`src/vic_pkg.sv`:
```
// Purpose: Shared constants and types of the vectored interrupt controller
// Assumes: 19 maskable ranks, five edge pins, word-indexed register map
// Notes:   Register index n sits at Avalon byte address 4*n
package vic_pkg;

   // ****************************************************************
   // Sizes and register map
   // ****************************************************************
   localparam int          NUM_SRC    = 19;
   localparam int          NUM_PIN    = 5;
   localparam logic [2:0]  IDX_REQ    = 3'h0;
   localparam logic [2:0]  IDX_MASK   = 3'h1;
   localparam logic [2:0]  IDX_PRIO   = 3'h2;
   localparam logic [2:0]  IDX_RISE   = 3'h3;
   localparam logic [2:0]  IDX_FALL   = 3'h4;
   localparam logic [2:0]  IDX_PSW    = 3'h5;
   localparam logic [2:0]  IDX_VDC    = 3'h6;
   localparam logic [2:0]  IDX_STATUS = 3'h7;

   // ****************************************************************
   // Field positions, reset values and source sets
   // ****************************************************************
   localparam int          PSW_IE_BIT   = 0;
   localparam int          PSW_ISP_BIT  = 1;
   localparam int          VDC_MODE_BIT = 1;
   localparam logic [18:0] RST_MASK     = 19'h7_FFFF;
   localparam logic [18:0] RST_PRIO     = 19'h7_FFFF;
   localparam logic [18:0] INT_SRC      = 19'h7_FFC1;
   localparam logic [18:0] PERIPH_SRC   = 19'h7_FFC0;

   // ****************************************************************
   // Vectors
   // ****************************************************************
   localparam logic [15:0] VEC_RESET = 16'h0000;
   localparam logic [15:0] VEC_BREAK = 16'h003E;

   // ****************************************************************
   // Types
   // ****************************************************************
   typedef enum logic [1:0] {
      VIC_BUS_IDLE = 2'b01,
      VIC_BUS_ACK  = 2'b10
   } vic_bus_t;

   typedef enum logic [2:0] {
      VIC_KIND_MASK = 3'b001,
      VIC_KIND_BRK  = 3'b010,
      VIC_KIND_RST  = 3'b100
   } vic_kind_t;

   typedef struct packed {
      logic        read;
      logic        write;
      logic [2:0]  address;
      logic [31:0] writedata;
      logic [3:0]  byteenable;
   } vic_avs_t;

   typedef struct packed {
      logic        irq;
      logic        high;
      logic [15:0] vector;
   } vic_grant_t;

   typedef struct packed {
      logic [18:0] req;
      logic [18:0] mask;
      logic [18:0] prio;
      logic [4:0]  rise;
      logic [4:0]  fall;
      logic [4:0]  pin_prev;
      logic        ie;
      logic        in_service_rank_flag;
      logic        lvmode;
      logic        brk_pend;
      logic        rst_pend;
      logic [3:0]  rst_cause;
      vic_bus_t    bus;
      logic        waitreq;
      logic [31:0] rdata;
      vic_kind_t   kind;
      logic [4:0]  cur;
      vic_grant_t  grant;
   } vic_state_t;

endpackage : vic_pkg
```
`src/vic_ctrl.sv`:
```
// Purpose: Prioritised vectored interrupt controller with Avalon-MM slave
// Assumes: All inputs synchronous to clk_sys_in (25 MHz)
// Notes:   Grant to the core is a level held until int_ack_in
module vic_ctrl #(
   parameter int ADDR_W = 3
) (
   input  wire logic                clk_sys_in,
   input  wire logic                nrst_in,
   input  wire logic                ce_in,
   input  wire vic_pkg::vic_avs_t   avs_in,
   output logic                     avs_waitrequest_out,
   output logic [31:0]              avs_readdata_out,
   input  wire logic [18:0]         periph_evt_in,
   input  wire logic                lv_event_in,
   input  wire logic [4:0]          pins_in,
   input  wire logic                break_in,
   input  wire logic [3:0]          rst_src_in,
   input  wire logic                int_ack_in,
   output vic_pkg::vic_grant_t      grant_out
);

   // ****************************************************************
   // Helpers
   // ****************************************************************
   if (ADDR_W != 3) begin : g_chk
      $error("vic_ctrl serves exactly eight register words");
   end

   function automatic logic [31:0] be_merge(input logic [31:0] old,
                                            input logic [31:0] wd,
                                            input logic [3:0]  be);
      logic [31:0] r;
      r = old;
      for (int i = 0; i < 4; i++) begin
         if (be[i]) begin
            r[i*8 +: 8] = wd[i*8 +: 8];
         end
      end
      return r;
   endfunction : be_merge

   function automatic logic [4:0] first_rank(input logic [18:0] v);
      logic [4:0] r;
      r = 5'h00;
      for (int i = vic_pkg::NUM_SRC - 1; i >= 0; i--) begin
         if (v[i]) begin
            r = 5'(i);
         end
      end
      return r;
   endfunction : first_rank

   // Rank to vector; gaps in the table are skipped
   function automatic logic [15:0] vec_of(input logic [4:0] rank);
      logic [15:0] r;
      case (rank)
         5'h00, 5'h01, 5'h02, 5'h03, 5'h04:
            r = 16'h0004 + 16'({rank, 1'b0});
         5'h05:
            r = 16'h0010;
         5'h06, 5'h07, 5'h08, 5'h09:
            r = 16'h000A + 16'({rank, 1'b0});
         5'h11, 5'h12:
            r = 16'h0018 + 16'({rank, 1'b0});
         default:
            r = 16'h0014 + 16'({rank, 1'b0});
      endcase
      return r;
   endfunction : vec_of

   // ****************************************************************
   // State
   // ****************************************************************
   vic_pkg::vic_state_t s;
   vic_pkg::vic_state_t next_s;
   logic [4:0]          pin_evt;
   logic [18:0]         set_vec;
   logic [18:0]         elig;
   logic [18:0]         hi;
   logic [4:0]          pick;
   logic [31:0]         wmerge;

   always_comb begin
      next_s  = s;
      // Edge select ahead of the request flags
      pin_evt = (pins_in & ~s.pin_prev & s.rise)
              | (~pins_in & s.pin_prev & s.fall);
      set_vec = (periph_evt_in & vic_pkg::PERIPH_SRC)
              | {13'h0000, pin_evt, lv_event_in & s.lvmode};
      wmerge  = 32'h0000_0000;
      elig    = 19'h0_0000;
      hi      = 19'h0_0000;
      pick    = 5'h00;
      if (ce_in) begin
         next_s.pin_prev = pins_in;
         // Bus slave: one wait cycle, then answer
         case (s.bus)
            vic_pkg::VIC_BUS_IDLE: begin
               if (avs_in.read || avs_in.write) begin
                  next_s.bus     = vic_pkg::VIC_BUS_ACK;
                  next_s.waitreq = 1'b0;
                  case (avs_in.address)
                     vic_pkg::IDX_REQ:    next_s.rdata = {13'h0000, s.req};
                     vic_pkg::IDX_MASK:   next_s.rdata = {13'h0000, s.mask};
                     vic_pkg::IDX_PRIO:   next_s.rdata = {13'h0000, s.prio};
                     vic_pkg::IDX_RISE:   next_s.rdata = {27'h000_0000,
                                                          s.rise};
                     vic_pkg::IDX_FALL:   next_s.rdata = {27'h000_0000,
                                                          s.fall};
                     vic_pkg::IDX_PSW:    next_s.rdata = {30'h0000_0000,
                                                          s.in_service_rank_flag, s.ie};
                     vic_pkg::IDX_VDC:    next_s.rdata = {29'h0000_0000,
                                                          s.lvmode, 1'b0};
                     vic_pkg::IDX_STATUS: next_s.rdata = {s.grant.vector,
                                            4'h0, s.grant.irq, s.rst_pend,
                                            s.brk_pend, s.cur, s.rst_cause};
                     default:             next_s.rdata = 32'h0000_0000;
                  endcase
               end
            end
            vic_pkg::VIC_BUS_ACK: begin
               next_s.bus     = vic_pkg::VIC_BUS_IDLE;
               next_s.waitreq = 1'b1;
               if (avs_in.write) begin
                  wmerge = be_merge(s.rdata, avs_in.writedata,
                                    avs_in.byteenable);
                  // Eight register groups under software control
                  case (avs_in.address)
                     vic_pkg::IDX_REQ:    next_s.req  = wmerge[18:0];
                     vic_pkg::IDX_MASK:   next_s.mask = wmerge[18:0];
                     vic_pkg::IDX_PRIO:   next_s.prio = wmerge[18:0];
                     vic_pkg::IDX_RISE:   next_s.rise = wmerge[4:0];
                     vic_pkg::IDX_FALL:   next_s.fall = wmerge[4:0];
                     vic_pkg::IDX_PSW: begin
                        next_s.ie  = wmerge[vic_pkg::PSW_IE_BIT];
                        next_s.in_service_rank_flag = wmerge[vic_pkg::PSW_ISP_BIT];
                     end
                     vic_pkg::IDX_VDC:
                        next_s.lvmode = wmerge[vic_pkg::VDC_MODE_BIT];
                     vic_pkg::IDX_STATUS:
                        next_s.rst_cause = s.rst_cause & ~wmerge[3:0];
                     default: ;
                  endcase
               end
            end
            default: begin
               next_s.bus     = vic_pkg::VIC_BUS_IDLE;
               next_s.waitreq = 1'b1;
            end
         endcase
         // Acknowledge from the core
         if (int_ack_in && s.grant.irq) begin
            case (s.kind)
               vic_pkg::VIC_KIND_MASK: begin
                  next_s.req[s.cur] = 1'b0;
                  next_s.ie         = 1'b0;
                  next_s.in_service_rank_flag        = s.prio[s.cur];
               end
               vic_pkg::VIC_KIND_BRK: begin
                  next_s.brk_pend = 1'b0;
                  next_s.ie       = 1'b0;
               end
               default: next_s.rst_pend = 1'b0;
            endcase
         end
         // Hardware sets win over any clear in the same cycle
         next_s.req = next_s.req | set_vec;
         if (break_in) begin
            next_s.brk_pend = 1'b1;
         end
         if (|rst_src_in) begin
            next_s.rst_pend  = 1'b1;
            next_s.rst_cause = next_s.rst_cause | rst_src_in;
         end
         // Resolution: group first, then fixed rank
         elig = next_s.req & ~next_s.mask & {19{next_s.ie}}
              & (~next_s.prio | {19{next_s.in_service_rank_flag}});
         hi   = elig & ~next_s.prio;
         pick = (|hi) ? first_rank(hi) : first_rank(elig);
         if (next_s.rst_pend) begin
            next_s.kind  = vic_pkg::VIC_KIND_RST;
            next_s.grant = '{irq: 1'b1, high: 1'b1,
                             vector: vic_pkg::VEC_RESET};
         end else if (next_s.brk_pend) begin
            next_s.kind  = vic_pkg::VIC_KIND_BRK;
            next_s.grant = '{irq: 1'b1, high: 1'b1,
                             vector: vic_pkg::VEC_BREAK};
         end else begin
            next_s.kind  = vic_pkg::VIC_KIND_MASK;
            next_s.cur   = pick;
            next_s.grant = '{irq: |elig, high: |hi,
                             vector: vec_of(pick)};
         end
      end
   end

   always_ff @(posedge clk_sys_in or negedge nrst_in) begin
      if (!nrst_in) begin
         s           <= '0;
         s.mask      <= vic_pkg::RST_MASK;
         s.prio      <= vic_pkg::RST_PRIO;
         s.in_service_rank_flag       <= 1'b1;
         s.bus       <= vic_pkg::VIC_BUS_IDLE;
         s.waitreq   <= 1'b1;
         s.kind      <= vic_pkg::VIC_KIND_MASK;
      end else begin
         s <= next_s;
      end
   end

   assign avs_waitrequest_out = s.waitreq;
   assign avs_readdata_out    = s.rdata;
   assign grant_out           = s.grant;
endmodule : vic_ctrl

```
`config.mk`:
```
export PLATFORM = sky130hd
export DESIGN_NAME = vic_ctrl
export DESIGN_NICKNAME = d
export VERILOG_FILES = /design/src/vic_pkg.sv /design/src/vic_ctrl.sv
export SDC_FILE = /design/constraint.sdc
export NUM_CORES = 1
export LEC_CHECK = 0
export ABC_AREA = 0
export ABC_CLOCK_PERIOD_IN_PS = 4500
export BUFFER_PORTS_ARGS = -buffer_cell sky130_fd_sc_hd__buf_2
export CORE_MARGIN = 5
export CORE_UTILIZATION = 30
export CTS_BUF_LIST = sky130_fd_sc_hd__clkbuf_8
export DETAILED_ROUTE_END_ITERATION = 7
export GPL_TIMING_DRIVEN = 0
export REMOVE_ABC_BUFFERS = 1
export SYNTH_ARGS = -nofsm -noshare
export SYNTH_HDL_FRONTEND = slang
export SYNTH_SLANG_ARGS = --single-unit
```
`constraint.sdc`:
```
create_clock -name clk_sys_in -period 4.5 [get_ports clk_sys_in]
set_input_delay 0.45 -clock clk_sys_in [delete_from_list [all_inputs] [get_ports clk_sys_in]]
set_output_delay 0.45 -clock clk_sys_in [all_outputs]
set_load 0.01 [all_outputs]
```
==> results of run 1 <==
## cells in the mapped netlist (11+ instances only)
cell | instances | area [sq um]
mux2i_1 | 39 | 390
nor2_1 | 54 | 203
nand3_1 | 29 | 145
ha_1 | 12 | 150
dfrtp_1 | 80 | 2000
nor2b_1 | 15 | 93.8
buf_4 | 56 | 420
inv_1 | 19 | 71.3
nand2b_1 | 15 | 93.8
and2_1 | 11 | 68.8
a22o_1 | 21 | 184
a21oi_1 | 53 | 265
o21ai_0 | 123 | 616
nand4_1 | 16 | 100
dfstp_2 | 41 | 1080
buf_2 | 18 | 90.1
mux2_2 | 42 | 473
a22oi_1 | 13 | 97.6
nor3_1 | 24 | 120
nand2_1 | 109 | 409
clkbuf_1 | 31 | 116
## logic make-up (layout without fill, tap and decap cells)
logic type | count (synthesis) | count (layout) | share of synthesized area
and+or+nand+nor | 347 | 350 | 0.206
AOI/OAI and AO/OA | 318 | 320 | 0.233
buffers and inverters | 136 | 208 | 0.0907
DFF | 121 | 121 | 0.344
muxes | 86 | 86 | 0.107
adders and majority gates | 12 | 12 | 0.0168
xor gates and xnor gates | 2 | 2 | 0.00196
other | 1 | 19 | 0.000419
## cells in the final DEF (no fill, tap or decap), drive strengths merged, types with 13 or more instances in the layout
cell    count
nand4      17
nor2b      15
o21ai     126
mux2i      39
clkbuf     24
a22o       21
dfrtp      80
nand3      29
inv        20
buf       155
nand2     110
nor3       25
mux2       44
conb       19
dfstp      41
a22oi      13
nor2       56
a21oi      53
nand2b     15
## critical path, delay by kind of cell, from the launching register on
family	cells	cell delay (ns)
muxes	1	0.57
and+or+nand+nor	4	0.60
buffers and inverters	3	0.28
adders and majority gates	2	0.44
DFF	1	0.53
AOI/OAI and AO/OA	10	2.18
## power breakdown
| part | total, mW | switching (mW) | internal, mW |
|---|---|---|---|
| sequential | 1.46 | 0.158 | 1.30 |
| clock | 1.22 | 0.471 | 0.744 |
| combinational | 2.78 | 1.51 | 1.27 |
## path summary, 6_finish.rpt
check | endpoint | slack (ns) | cells after the start
hold / removal | s[62]$_DFFE_PN0P_ | 0.20 | 3
max in group asynchronous | s[23]$_DFFE_PN1P_ | 3.21 | 3
setup / recovery | grant_out[5]$_DFFE_PN0P_ | -0.24 | 20
setup reg to reg | grant_out[5]$_DFFE_PN0P_ | -0.24 | 20
hold reg to reg | avs_readdata_out[19]$_DFFE_PN0P_ | 0.47 | 2
min in group asynchronous | avs_readdata_out[15]$_DFFE_PN0P_ | 0.50 | 2
## metrics by stage
step	setup slack, ns	hold WS, ns	utilization	power, mW	area [sq um]
floorplan	-0.651	0.154	-	2.67	8270
global placement	-3.10	0.454	0.311	3.29	9190
detailed placement	-3.17	0.449	0.313	3.30	9260
CTS	-0.303	0.174	0.359	5.16	10600
global route	-0.421	0.191	0.372	5.74	11000
finish	-0.242	0.201	0.372	5.45	11000
## layer usage
metal / GRT usage / part of all wire / vias up
li1: - / - / 3894
met1: 0.268 / 0.44 / 4200
met2: 0.297 / 0.45 / 411
met3: 0.0502 / 0.090 / 61
met4: 0.0639 / 0.026 / 0
met5: 0 / 0 / -
## final cells by class
cell class,instances,area (sq um),area share
inverter,19,80.1,0.00728
timing repair buffer,157,1080,0.0983
tap,390,488,0.0444
sequential,121,3090,0.281
clock inverter,9,168,0.0152
multi-input combinational,789,5770,0.525
clock buffer,23,317,0.0288
## sequential cells by signal, indices dropped and copies added, names as in the netlist
signal and count:
avs_readdata_out 23, s 90, grant_out 8
## what timing repair did
action                     CTS  global route
pin swaps                   29            27
gates resized for setup     94            52
gates cloned                 4             1
hold buffers                 1             0
setup buffers               50            18
hold endpoints to repair    33             0
setup endpoints to repair   13             6
==> impl_metrics.csv, run 1 <==
group,metric,value,unit
run_status,status,"complete, but fails checks",
run_status,failed_checks,"setup timing",
clocking,clk_pin_slew_worst_paths,0.08,ns
drt,vias,8566,
power,peakVddDrop,0.000249,V
drt,dr.first_iter.drc_count,810,
worst_setup_path,cp-start-kind,"flop",
clocking,cts_tree,"yes",
logic_synthesis,synth.yosys.seq_area_share,0.344,
clocking,cts_made_buffers,17,
worst_setup_path,crit_type,"reg2reg",
sta,timing_hold_violations_final,0,
logic_synthesis,syn_area_per_cell,8.74,sq um
clocking,htreeDepth,4,
sta,rsz0062_at_grt,"yes",
drt,first_pass_iters,5,
floorplanning,io_pins,126,
drt,vias_per_cell,5.68,
logic_synthesis,syn-cell-area,8940,sq um
global_route,overflow,0,
layout,area_growth,23.0,%
floorplanning,die_area,33400,sq um
sta,fin_skew,0.0159,ns
global_route,grt_max_degree,71,
clocking,clkLatencyLatePin,0.47,ns
sta,tightest_slew,1.18,ns
floorplanning,initial_core_util,0.302,
layout,final_cells,1508,
clocking,cts_sinks,121,
placement,io_buffers,86,
floorplanning,fp.dieH,183,um
worst_setup_path,cp-end-kind,"flop",
drt,postRouteAntennaNets,0,
sta,min_period,4.74,ns
worst_setup_path,crit_chain,"mux4_2 > and3_4 > a311oi_4 > a32o_4 > buf_6 > a21o_1 > o211ai_1 > a211o_1 > a311oi_4 > or3_4 > buf_6 > ha_4 > o21ai_1 > nand2_1 > nand2_2 > ha_4 > inv_2 > a311oi_4 > o32a_1 > o211ai_1",
worst_setup_path,arrival,5.08,ns
worst_setup_path,critPathLaunch,"s[18]$_DFFE_PN0P_",
power,power.leakage,4.33,nW
global_route,antenna_found_initial,0,
placement,dpl.hpwl,22000,um
clocking,clockBufferDepth,2,
logic_synthesis,synth_ff_type,"dfrtp_1",
logic_synthesis,async_reset_ff_frac,1.00,
worst_setup_path,critPathMostFrequentCell,"a311oi_4",
worst_setup_path,crit_fanout,7,
floorplanning,core_region_area,29600,sq um
sta,fin_tns_setup,-0.905,ns
placement,gp_congestion,0.936,
sta,layout_setup_ws,-0.242,ns
drt,wl,33600,um
sta,period_share,1.05,
floorplanning,die_x,183,um
flow_run,max_cap_violations,0,
layout,fin_nets,1192,
sta,setup_violations,6,
power,power_density,496,nW/um^2
drt,wl_per_cell,22.3,um
min_path,hold_class,"in2reg",
logic_synthesis,syn_inst,1023,
floorplanning,core.rowCount,63,
logic_synthesis,yosys.cell_types.count,93,
logic_synthesis,synth_seq_cells,121,
layout,drive_gt1_frac,0.345,
min_path,min_from,"rst_src_in[1]",
sta,slew_violations,0,
logic_synthesis,ys_warn_count,0,
layout,fill_cells,3030,
placement,place_inst,1402,
layout,n_antenna_cell,0,
global_route,grt_pass1_vias,8150,
logic_synthesis,synth_edf_count,0,
global_route,grt_pass1_wl,49800,um
clocking,cts_root_buf,"clkbuf_8",
worst_setup_path,cp.required,4.84,ns
global_route,grt_use_total,0.194,
drt,drcViolationCount,0,
sta,clock.fmax,211,MHz
sta,maxSlewHeadroom,0.207,
worst_setup_path,r2r-start,"s[18]$_DFFE_PN0P_",
worst_setup_path,crit_path_max_incr_delay,0.57,ns
worst_setup_path,cpMaxStageDelayCell,"mux4_2",
(Power assumes the default switching activity.)
==> run 2: changes to the inputs <==
==> constraint.sdc (replaced) <==
create_clock -name clk_sys_in -period 4.5 [get_ports clk_sys_in]
set_input_delay 0 -clock clk_sys_in [delete_from_list [all_inputs] [get_ports clk_sys_in]]
set_output_delay 0 -clock clk_sys_in [all_outputs]
set_load 0.01 [all_outputs]
==> run 2 against run 1 <==
The flow finishes with violations (hold timing, setup timing). Clock power about the same. Clock skew grew 0.0055 ns. Routed wire length rose by 0.73%. Fmax fell by 2.8%. Sequential cell count did not move. Final cell count up 2.3%. Register-to-register slack lost 0.14 ns. Count of clock-buffer cells in the layout unchanged. Die area did not move. Sequential power barely moved. Highest routed layer unchanged.
==> impl_metrics.csv, run 2 (synthesis gave the netlist of run 1 again) <==
group,metric,value,unit
run_status,status,"complete, but fails checks",
run_status,failed_checks,"hold timing, setup timing",
worst_setup_path,rrSetupSlack,-0.38,ns
worst_setup_path,cpMaxStageDelayCell,"dfstp_2",
global_route,grt_pass1_wl,50100,um
worst_setup_path,cp-start-kind,"flop",
min_path,hold_class,"in2reg",
worst_setup_path,r2r-start,"s[59]$_DFFE_PN1P_",
clocking,cts_made_buffers,17,
drt,wl_per_cell,21.9,um
drt,vias,8674,
clocking,clkLatencyLatePin,0.48,ns
placement,io_buffers,86,
floorplanning,die_area,33400,sq um
layout,seq_area,3090,sq um
worst_setup_path,r2r-end,"grant_out[5]$_DFFE_PN0P_",
placement,dpl_worst_slack,-2.72,ns
drt,dr.first_iter.drc_count,754,
layout,final_area,11400,sq um
power,power_density,490,nW/um^2
worst_setup_path,crit_fanout,6,
floorplanning,die_x,183,um
sta,layout_setup_ws,-0.377,ns
floorplanning,io_pins,126,
layout,largest_reg_flops,90,
layout,area_growth,27.3,%
global_route,grt_max_degree,71,
layout,final_util,0.385,
drt,first_pass_iters,6,
layout,fin_nets,1226,
worst_setup_path,cp-end-kind,"flop",
worst_setup_path,crit_chain,"and4bb_4 > buf_12 > buf_4 > a211oi_2 > a211oi_2 > nor3b_4 > a2111oi_4 > nand3_2 > buf_4 > nor3_2 > a211oi_2 > or3_4 > inv_4 > ha_4 > o31ai_4 > nand2_1 > nand2_2 > ha_4 > inv_4 > a311oi_4 > o32a_1 > o211ai_1",
clocking,cts_root_buf,"clkbuf_8",
sta,setup_violations,6,
worst_setup_path,critPathLaunch,"s[59]$_DFFE_PN1P_",
worst_setup_path,critPathCapture,"grant_out[5]$_DFFE_PN0P_",
worst_setup_path,critPathMostFrequentCell,"a211oi_2",
power,power.leakage,4.47,nW
sta,period_share,1.08,
sta,rsz0062_at_grt,"yes",
floorplanning,initial_core_util,0.302,
sta,timing_hold_violations_final,1,
layout,top_register,"s",
floorplanning,fp.dieH,183,um
clocking,htreeDepth,4,
sta,holdWs,-0.00318,ns
worst_setup_path,crit_path_max_incr_delay,0.63,ns
global_route,overflow,0,
drt,postRouteAntennaNets,0,
worst_setup_path,cp.depth,22,
layout,fill_cells,2979,
global_route,grt_use_total,0.195,
drt,drcViolationCount,0,
floorplanning,core_region_area,29600,sq um
worst_setup_path,cp.required,4.83,ns
global_route,antenna_found_initial,0,
layout,n_antenna_cell,0,
layout,drive_gt1_frac,0.339,
sta,clock.fmax,205,MHz
sta,min_period,4.88,ns
clocking,cts_sinks,121,
layout,final_cell_mix,"o21ai_0 (112), nand2_1 (106), buf_2 (83)",
placement,gp_congestion,0.936,
worst_setup_path,arrival,5.21,ns
power,peakVddDrop,0.000246,V
sta,fin_skew,0.0213,ns
sta,maxSlewHeadroom,0.214,
worst_setup_path,cp_num_buf_inv,5,
sta,tightest_slew,1.17,ns
clocking,clk_pin_slew_worst_paths,0.08,ns
drt,wl,33800,um
worst_setup_path,worst_path_dominant_cell_family,"simple AND/OR/NAND/NOR gates",
global_route,grt_pass1_vias,8281,
layout,final_common_cell,"o21ai_0",
floorplanning,core.rowCount,63,
worst_setup_path,crit_type,"reg2reg",
sta,slew_violations,0,
power,power,5.57,mW
clocking,cts_tree,"yes",
placement,dpl.hpwl,22000,um
placement,placed_area,9260,sq um
drt,vias_per_cell,5.63,
clocking,clockBufferDepth,2,
flow_run,max_cap_violations,0,
layout,multi_input_area,5800,sq um
worst_setup_path,rr_worst_depth,22,
-- run 2: cell count changes in the layout (fill, tap and decap cells not counted), sizes merged --
cell / delta
buf: +4
dlygate4sd3: +31
nor2: -1
-- run 2: layout make-up --
| cell class | count | area share |
|---|---|---|
| inverter | 19 | 0.00726 |
| timing repair buffer | 192 | 0.125 |
| clock buffer | 23 | 0.0278 |
| multi-input combinational | 788 | 0.510 |
| tap | 390 | 0.0429 |
| sequential | 121 | 0.272 |
| clock inverter | 9 | 0.0147 |
-- run 2: worst min-delay path by stage --
stage	to	cells after the start	from	slack, ns
5_1_grt	s[81]$_DFFE_PN0P_	3	avs_in[5]	0.002
3_5_place_dp	avs_readdata_out[15]$_DFFE_PN0P_	1	nrst_in	-0.001
6_report	s[81]$_DFFE_PN0P_	3	avs_in[5]	-0.003
4_1_cts	s[61]$_DFFE_PN0P_	4	avs_in[4]	0.008
2_1_floorplan	avs_readdata_out[0]$_DFFE_PN0P_	0	nrst_in	-0.30
3_3_place_gp	s[62]$_DFFE_PN0P_	3	rst_src_in[1]	0.23
-- run 2: what timing repair did --
item	in CTS	in global routing
endpoints found under the hold margin	133	2
setup buffers	46	26
setup endpoints to repair	13	6
hold buffers	31	1
pin swaps	33	33
resized for setup	91	55
cloned	4	0
-- run 2: worst reg2reg max path: stages (launching register included) --
cell and delay [ns]:
dfstp_2 0.63, and4bb_4 0.29, buf_12 0.16, buf_4 0.14
a211oi_2 0.23, a211oi_2 0.08, nor3b_4 0.19, a2111oi_4 0.42
nand3_2 0.18, buf_4 0.18, nor3_2 0.26, a211oi_2 0.15
or3_4 0.48, inv_4 0.10, ha_4 0.15, o31ai_4 0.07
nand2_1 0.08, nand2_2 0.07, ha_4 0.33, inv_4 0.04
a311oi_4 0.26, o32a_1 0.20, o211ai_1 0.08
-- run 2: power by group --
part           switching (mW)  internal [mW]  leakage [nW]
clock network           0.477          0.744         0.255
logic                    1.56           1.33          2.85
registers               0.159           1.30          1.37
total                    2.20           3.37          4.47
-- run 2: metal layers --
metal	wire length, um	vias to the layer above	track usage
met4	929	0	0.0711
met2	15000	404	0.295
met5	0	-	0
met3	2660	67	0.0490
met1	15200	4252	0.269
li1	-	3951	-
-- run 2: metrics by stage --
stage	TNS, ns	cells
global route	-2.20	1542
finish	-1.75	1542
CTS	-1.19	1515
global placement	-18.70	1400
floorplan	-2.47	924
detailed placement	-19.79	1402
==> run 3: changes to the inputs <==
--- a/config.mk
+++ b/config.mk
@@ -5,7 +5,7 @@
 export SDC_FILE = /design/constraint.sdc
 export NUM_CORES = 1
 export LEC_CHECK = 0
-export ABC_AREA = 0
+export ABC_AREA = 1
 export ABC_CLOCK_PERIOD_IN_PS = 4500
 export BUFFER_PORTS_ARGS = -buffer_cell sky130_fd_sc_hd__buf_2
 export CORE_MARGIN = 5
==> run 3 against run 2 <==
The flow finishes with violations (hold timing). Critical endpoint is now grant_out[4]$_DFFE_PN0P_. Combinational power rose by 10%. Die area is 7.4% lower. Via count shrank 6.0%. Sequential power up 8%. Highest routed layer unchanged. Fmax increased by 14%. Final cell count rose by 6.0%. Clock skew down 0.0049 ns. Non-clock buffer count down 16.
==> impl_metrics.csv, run 3 <==
group,metric,value,unit
run_status,status,"complete, but fails checks",
run_status,failed_checks,"hold timing",
drt,vias,8150,
logic_synthesis,synth_top_area_frac,0.243,
power,power_frac_clock,0.175,
layout,multi_input_area,4460,sq um
worst_setup_path,r2r-start,"s[59]$_DFFE_PN1P_",
layout,fin_nets,1368,
power,combPwrFrac,0.553,
worst_setup_path,crit_fanout,6,
logic_synthesis,syn-cell-area,8240,sq um
layout,largest_reg_flops,90,
power,p_switching,2.61,mW
clocking,cts_root_buf,"clkbuf_8",
power,power_density,564,nW/um^2
drt,wl,27600,um
sta,clock.fmax,233,MHz
min_path,hold_class,"in2reg",
floorplanning,fp.dieH,176,um
global_route,grt_max_degree,72,
logic_synthesis,synth_top_cell_by_area,"dfrtp_1",
clocking,clockBufferDepth,2,
power,seq_power_share,0.272,
layout,drive_gt1_frac,0.269,
layout,fill_cells,2872,
layout,top_register,"s",
worst_setup_path,cp-start-kind,"flop",
layout,n_antenna_cell,0,
floorplanning,die_x,176,um
logic_synthesis,synth_seq_cells,121,
global_route,antenna_found_initial,0,
placement,dpl_worst_slack,-0.453,ns
logic_synthesis,synthTopCellsByCount,"nand2_1 (354), o21ai_0 (138), inv_1 (94), dfrtp_1 (80), nor2_1 (77)",
worst_setup_path,crit_type,"reg2reg",
drt,drcViolationCount,0,
sta,fin_skew,0.0164,ns
flow_run,max_cap_violations,0,
worst_setup_path,critPathMostFrequentCell,"nand2_1",
drt,wl_per_cell,16.9,um
logic_synthesis,synth_edf_count,0,
global_route,grt_pass1_vias,7773,
logic_synthesis,ys_warn_count,0,
clocking,clkLatencyLatePin,0.46,ns
sta,tightest_slew,1.23,ns
global_route,overflow,0,
drt,dr.first_iter.drc_count,687,
logic_synthesis,yosys-top-cells-area,"dfrtp_1 (24%), nand2_1 (16%), dfstp_2 (13%)",
floorplanning,initial_core_util,0.305,
clocking,cts_made_buffers,17,
clocking,cts_sinks,121,
logic_synthesis,async_reset_ff_frac,1.00,
layout,final_common_cell,"nand2_1",
logic_synthesis,syn_area_per_cell,7.14,sq um
layout,final_util,0.378,
global_route,grt_pass1_wl,42600,um
sta,period_share,0.953,
sta,layout_setup_ws,0.209,ns
clocking,clk_pin_slew_worst_paths,0.08,ns
drt,postRouteAntennaNets,0,
worst_setup_path,r2r-end,"grant_out[4]$_DFFE_PN0P_",
sta,min_period,4.29,ns
layout,final_cell_mix,"nand2_1 (340), o21ai_0 (128), inv_1 (93)",
sta,setup_violations,0,
power,peakVddDrop,0.000425,V
logic_synthesis,yosysMostFrequentCell,"nand2_1",
placement,dpl.hpwl,18800,um
power,power,5.76,mW
drt,first_pass_iters,5,
layout,seq_area,3090,sq um
logic_synthesis,syn_inst,1154,
drt,vias_per_cell,4.98,
worst_setup_path,crit_path_max_incr_delay,0.56,ns
floorplanning,core_region_area,27000,sq um
power,swShare,0.453,
worst_setup_path,arrival,4.70,ns
worst_setup_path,critPathLaunch,"s[59]$_DFFE_PN1P_",
floorplanning,core.rowCount,60,
placement,gp_congestion,0.919,
layout,area_growth,23.9,%
sta,maxSlewHeadroom,0.173,
worst_setup_path,critPathCapture,"grant_out[4]$_DFFE_PN0P_",
sta,timing_hold_violations_final,1,
global_route,grt_use_total,0.175,
logic_synthesis,synth.yosys.seq_area_share,0.374,
logic_synthesis,synth_ff_type,"dfrtp_1",
floorplanning,io_pins,126,
power,cellInternalPower,3.15,mW
logic_synthesis,yosys.cell_types.count,59,
sta,slew_violations,0,
worst_setup_path,cp-end-kind,"flop",
clocking,htreeDepth,4,
sta,holdWs,-0.0140,ns
worst_setup_path,cp.required,4.90,ns
sta,rsz0062_at_grt,"yes",
worst_setup_path,cpMaxStageDelayCell,"dfstp_2",
clocking,cts_tree,"yes",
floorplanning,die_area,30900,sq um
power,power.leakage,4.63,nW
placement,io_buffers,86,
worst_setup_path,rrSetupSlack,0.21,ns
worst_setup_path,rr_worst_depth,33,
run 3: cell count changes after synthesis, moves of 15 or more:
cell,before,now
inv_1,19,94
o21ai_0,123,138
nor3_1,24,9
nor2b_1,15,0
nand2b_1,15,0
inv_2,0,19
nor2_1,54,77
mux2_2,42,1
nand2_1,109,354
mux2i_1,39,7
a22o_1,21,1
run 3: per-stage QoR:
stage	std cells	setup TNS [ns]	area (sq um)
finish	1635	0	10200
global route	1635	-0.181	10200
CTS	1597	0	9690
detailed placement	1515	-1.23	8710
global placement	1509	-101.52	8590
floorplan	1082	-0.634	7730
run 3: critical path, delay by kind of cell, from the launching register on:
kind / cells / cell delay (ns)
adder cells (fa/ha/maj): 2 / 0.48
AO/OA/AOI/OAI: 8 / 1.06
flip-flops: 1 / 0.56
buffers and inverters: 8 / 0.80
AND/OR/NAND/NOR: 15 / 1.31
run 3: repair_timing:
action	CTS	global route
hold buffers	29	0
resized for setup	19	81
pin swaps	8	50
hold endpoints to repair	96	0
setup buffers	20	36
setup endpoints to repair	5	5
gates cloned	1	3
run 3: area by class of cell:
cell class | count | area share
Clock buffer | 18 | 0.0243
Clock inverter | 14 | 0.0138
Inverter | 118 | 0.0480
Multi-Input combinational cell | 845 | 0.437
Sequential cell | 121 | 0.302
Tap cell | 341 | 0.0418
Timing Repair Buffer | 176 | 0.131
Timing Repair inverter | 2 | 0.00171
run 3: cell families (layout without fill, tap and decap cells):
kind of cell,Yosys count,count (layout),share of synthesized area
AOI/OAI and AO/OA,289,289,0.206
and+or+nand+nor,514,516,0.267
xor gates and xnor gates,1,1,0.00106
other,1,19,0.000455
adders and majority gates,12,12,0.0182
DFF,121,121,0.374
muxes,8,8,0.00987
buffers and inverters,208,328,0.124
run 3: how the worst min path moves through the flow:
stage | cells past startpoint | endpoint | slack [ns] | from
finish | 5 | s[24]$_DFFE_PN0P_ | -0.01 | int_ack_in
global placement | 3 | s[74]$_DFFE_PN0P_ | 0.23 | pins_in[4]
CTS | 5 | s[24]$_DFFE_PN0P_ | 0.01 | int_ack_in
floorplan | 0 | avs_readdata_out[0]$_DFFE_PN0P_ | -0.30 | nrst_in
global route | 5 | s[24]$_DFFE_PN0P_ | 0.01 | int_ack_in
detailed placement | 1 | avs_readdata_out[1]$_DFFE_PN0P_ | 0.02 | nrst_in
run 3: power by group through the flow:
stage          sequential [mW]  combinational, mW  clock, mW
6_report                  1.57               3.18       1.01
5_1_grt                   1.60               3.51       1.08
4_1_cts                   1.56               2.77       1.03
3_5_place_dp              1.58               2.50          0
3_3_place_gp              1.57               2.45          0
2_1_floorplan             1.57               1.79          0
run 3: layer usage:
| layer | up-vias | part of all wire | track usage |
|---|---|---|---|
| li1 | 3975 | - | - |
| met1 | 3873 | 0.47 | 0.248 |
| met2 | 264 | 0.46 | 0.273 |
| met3 | 38 | 0.055 | 0.0269 |
| met4 | 0 | 0.019 | 0.0588 |
| met5 | - | 0 | 0 |
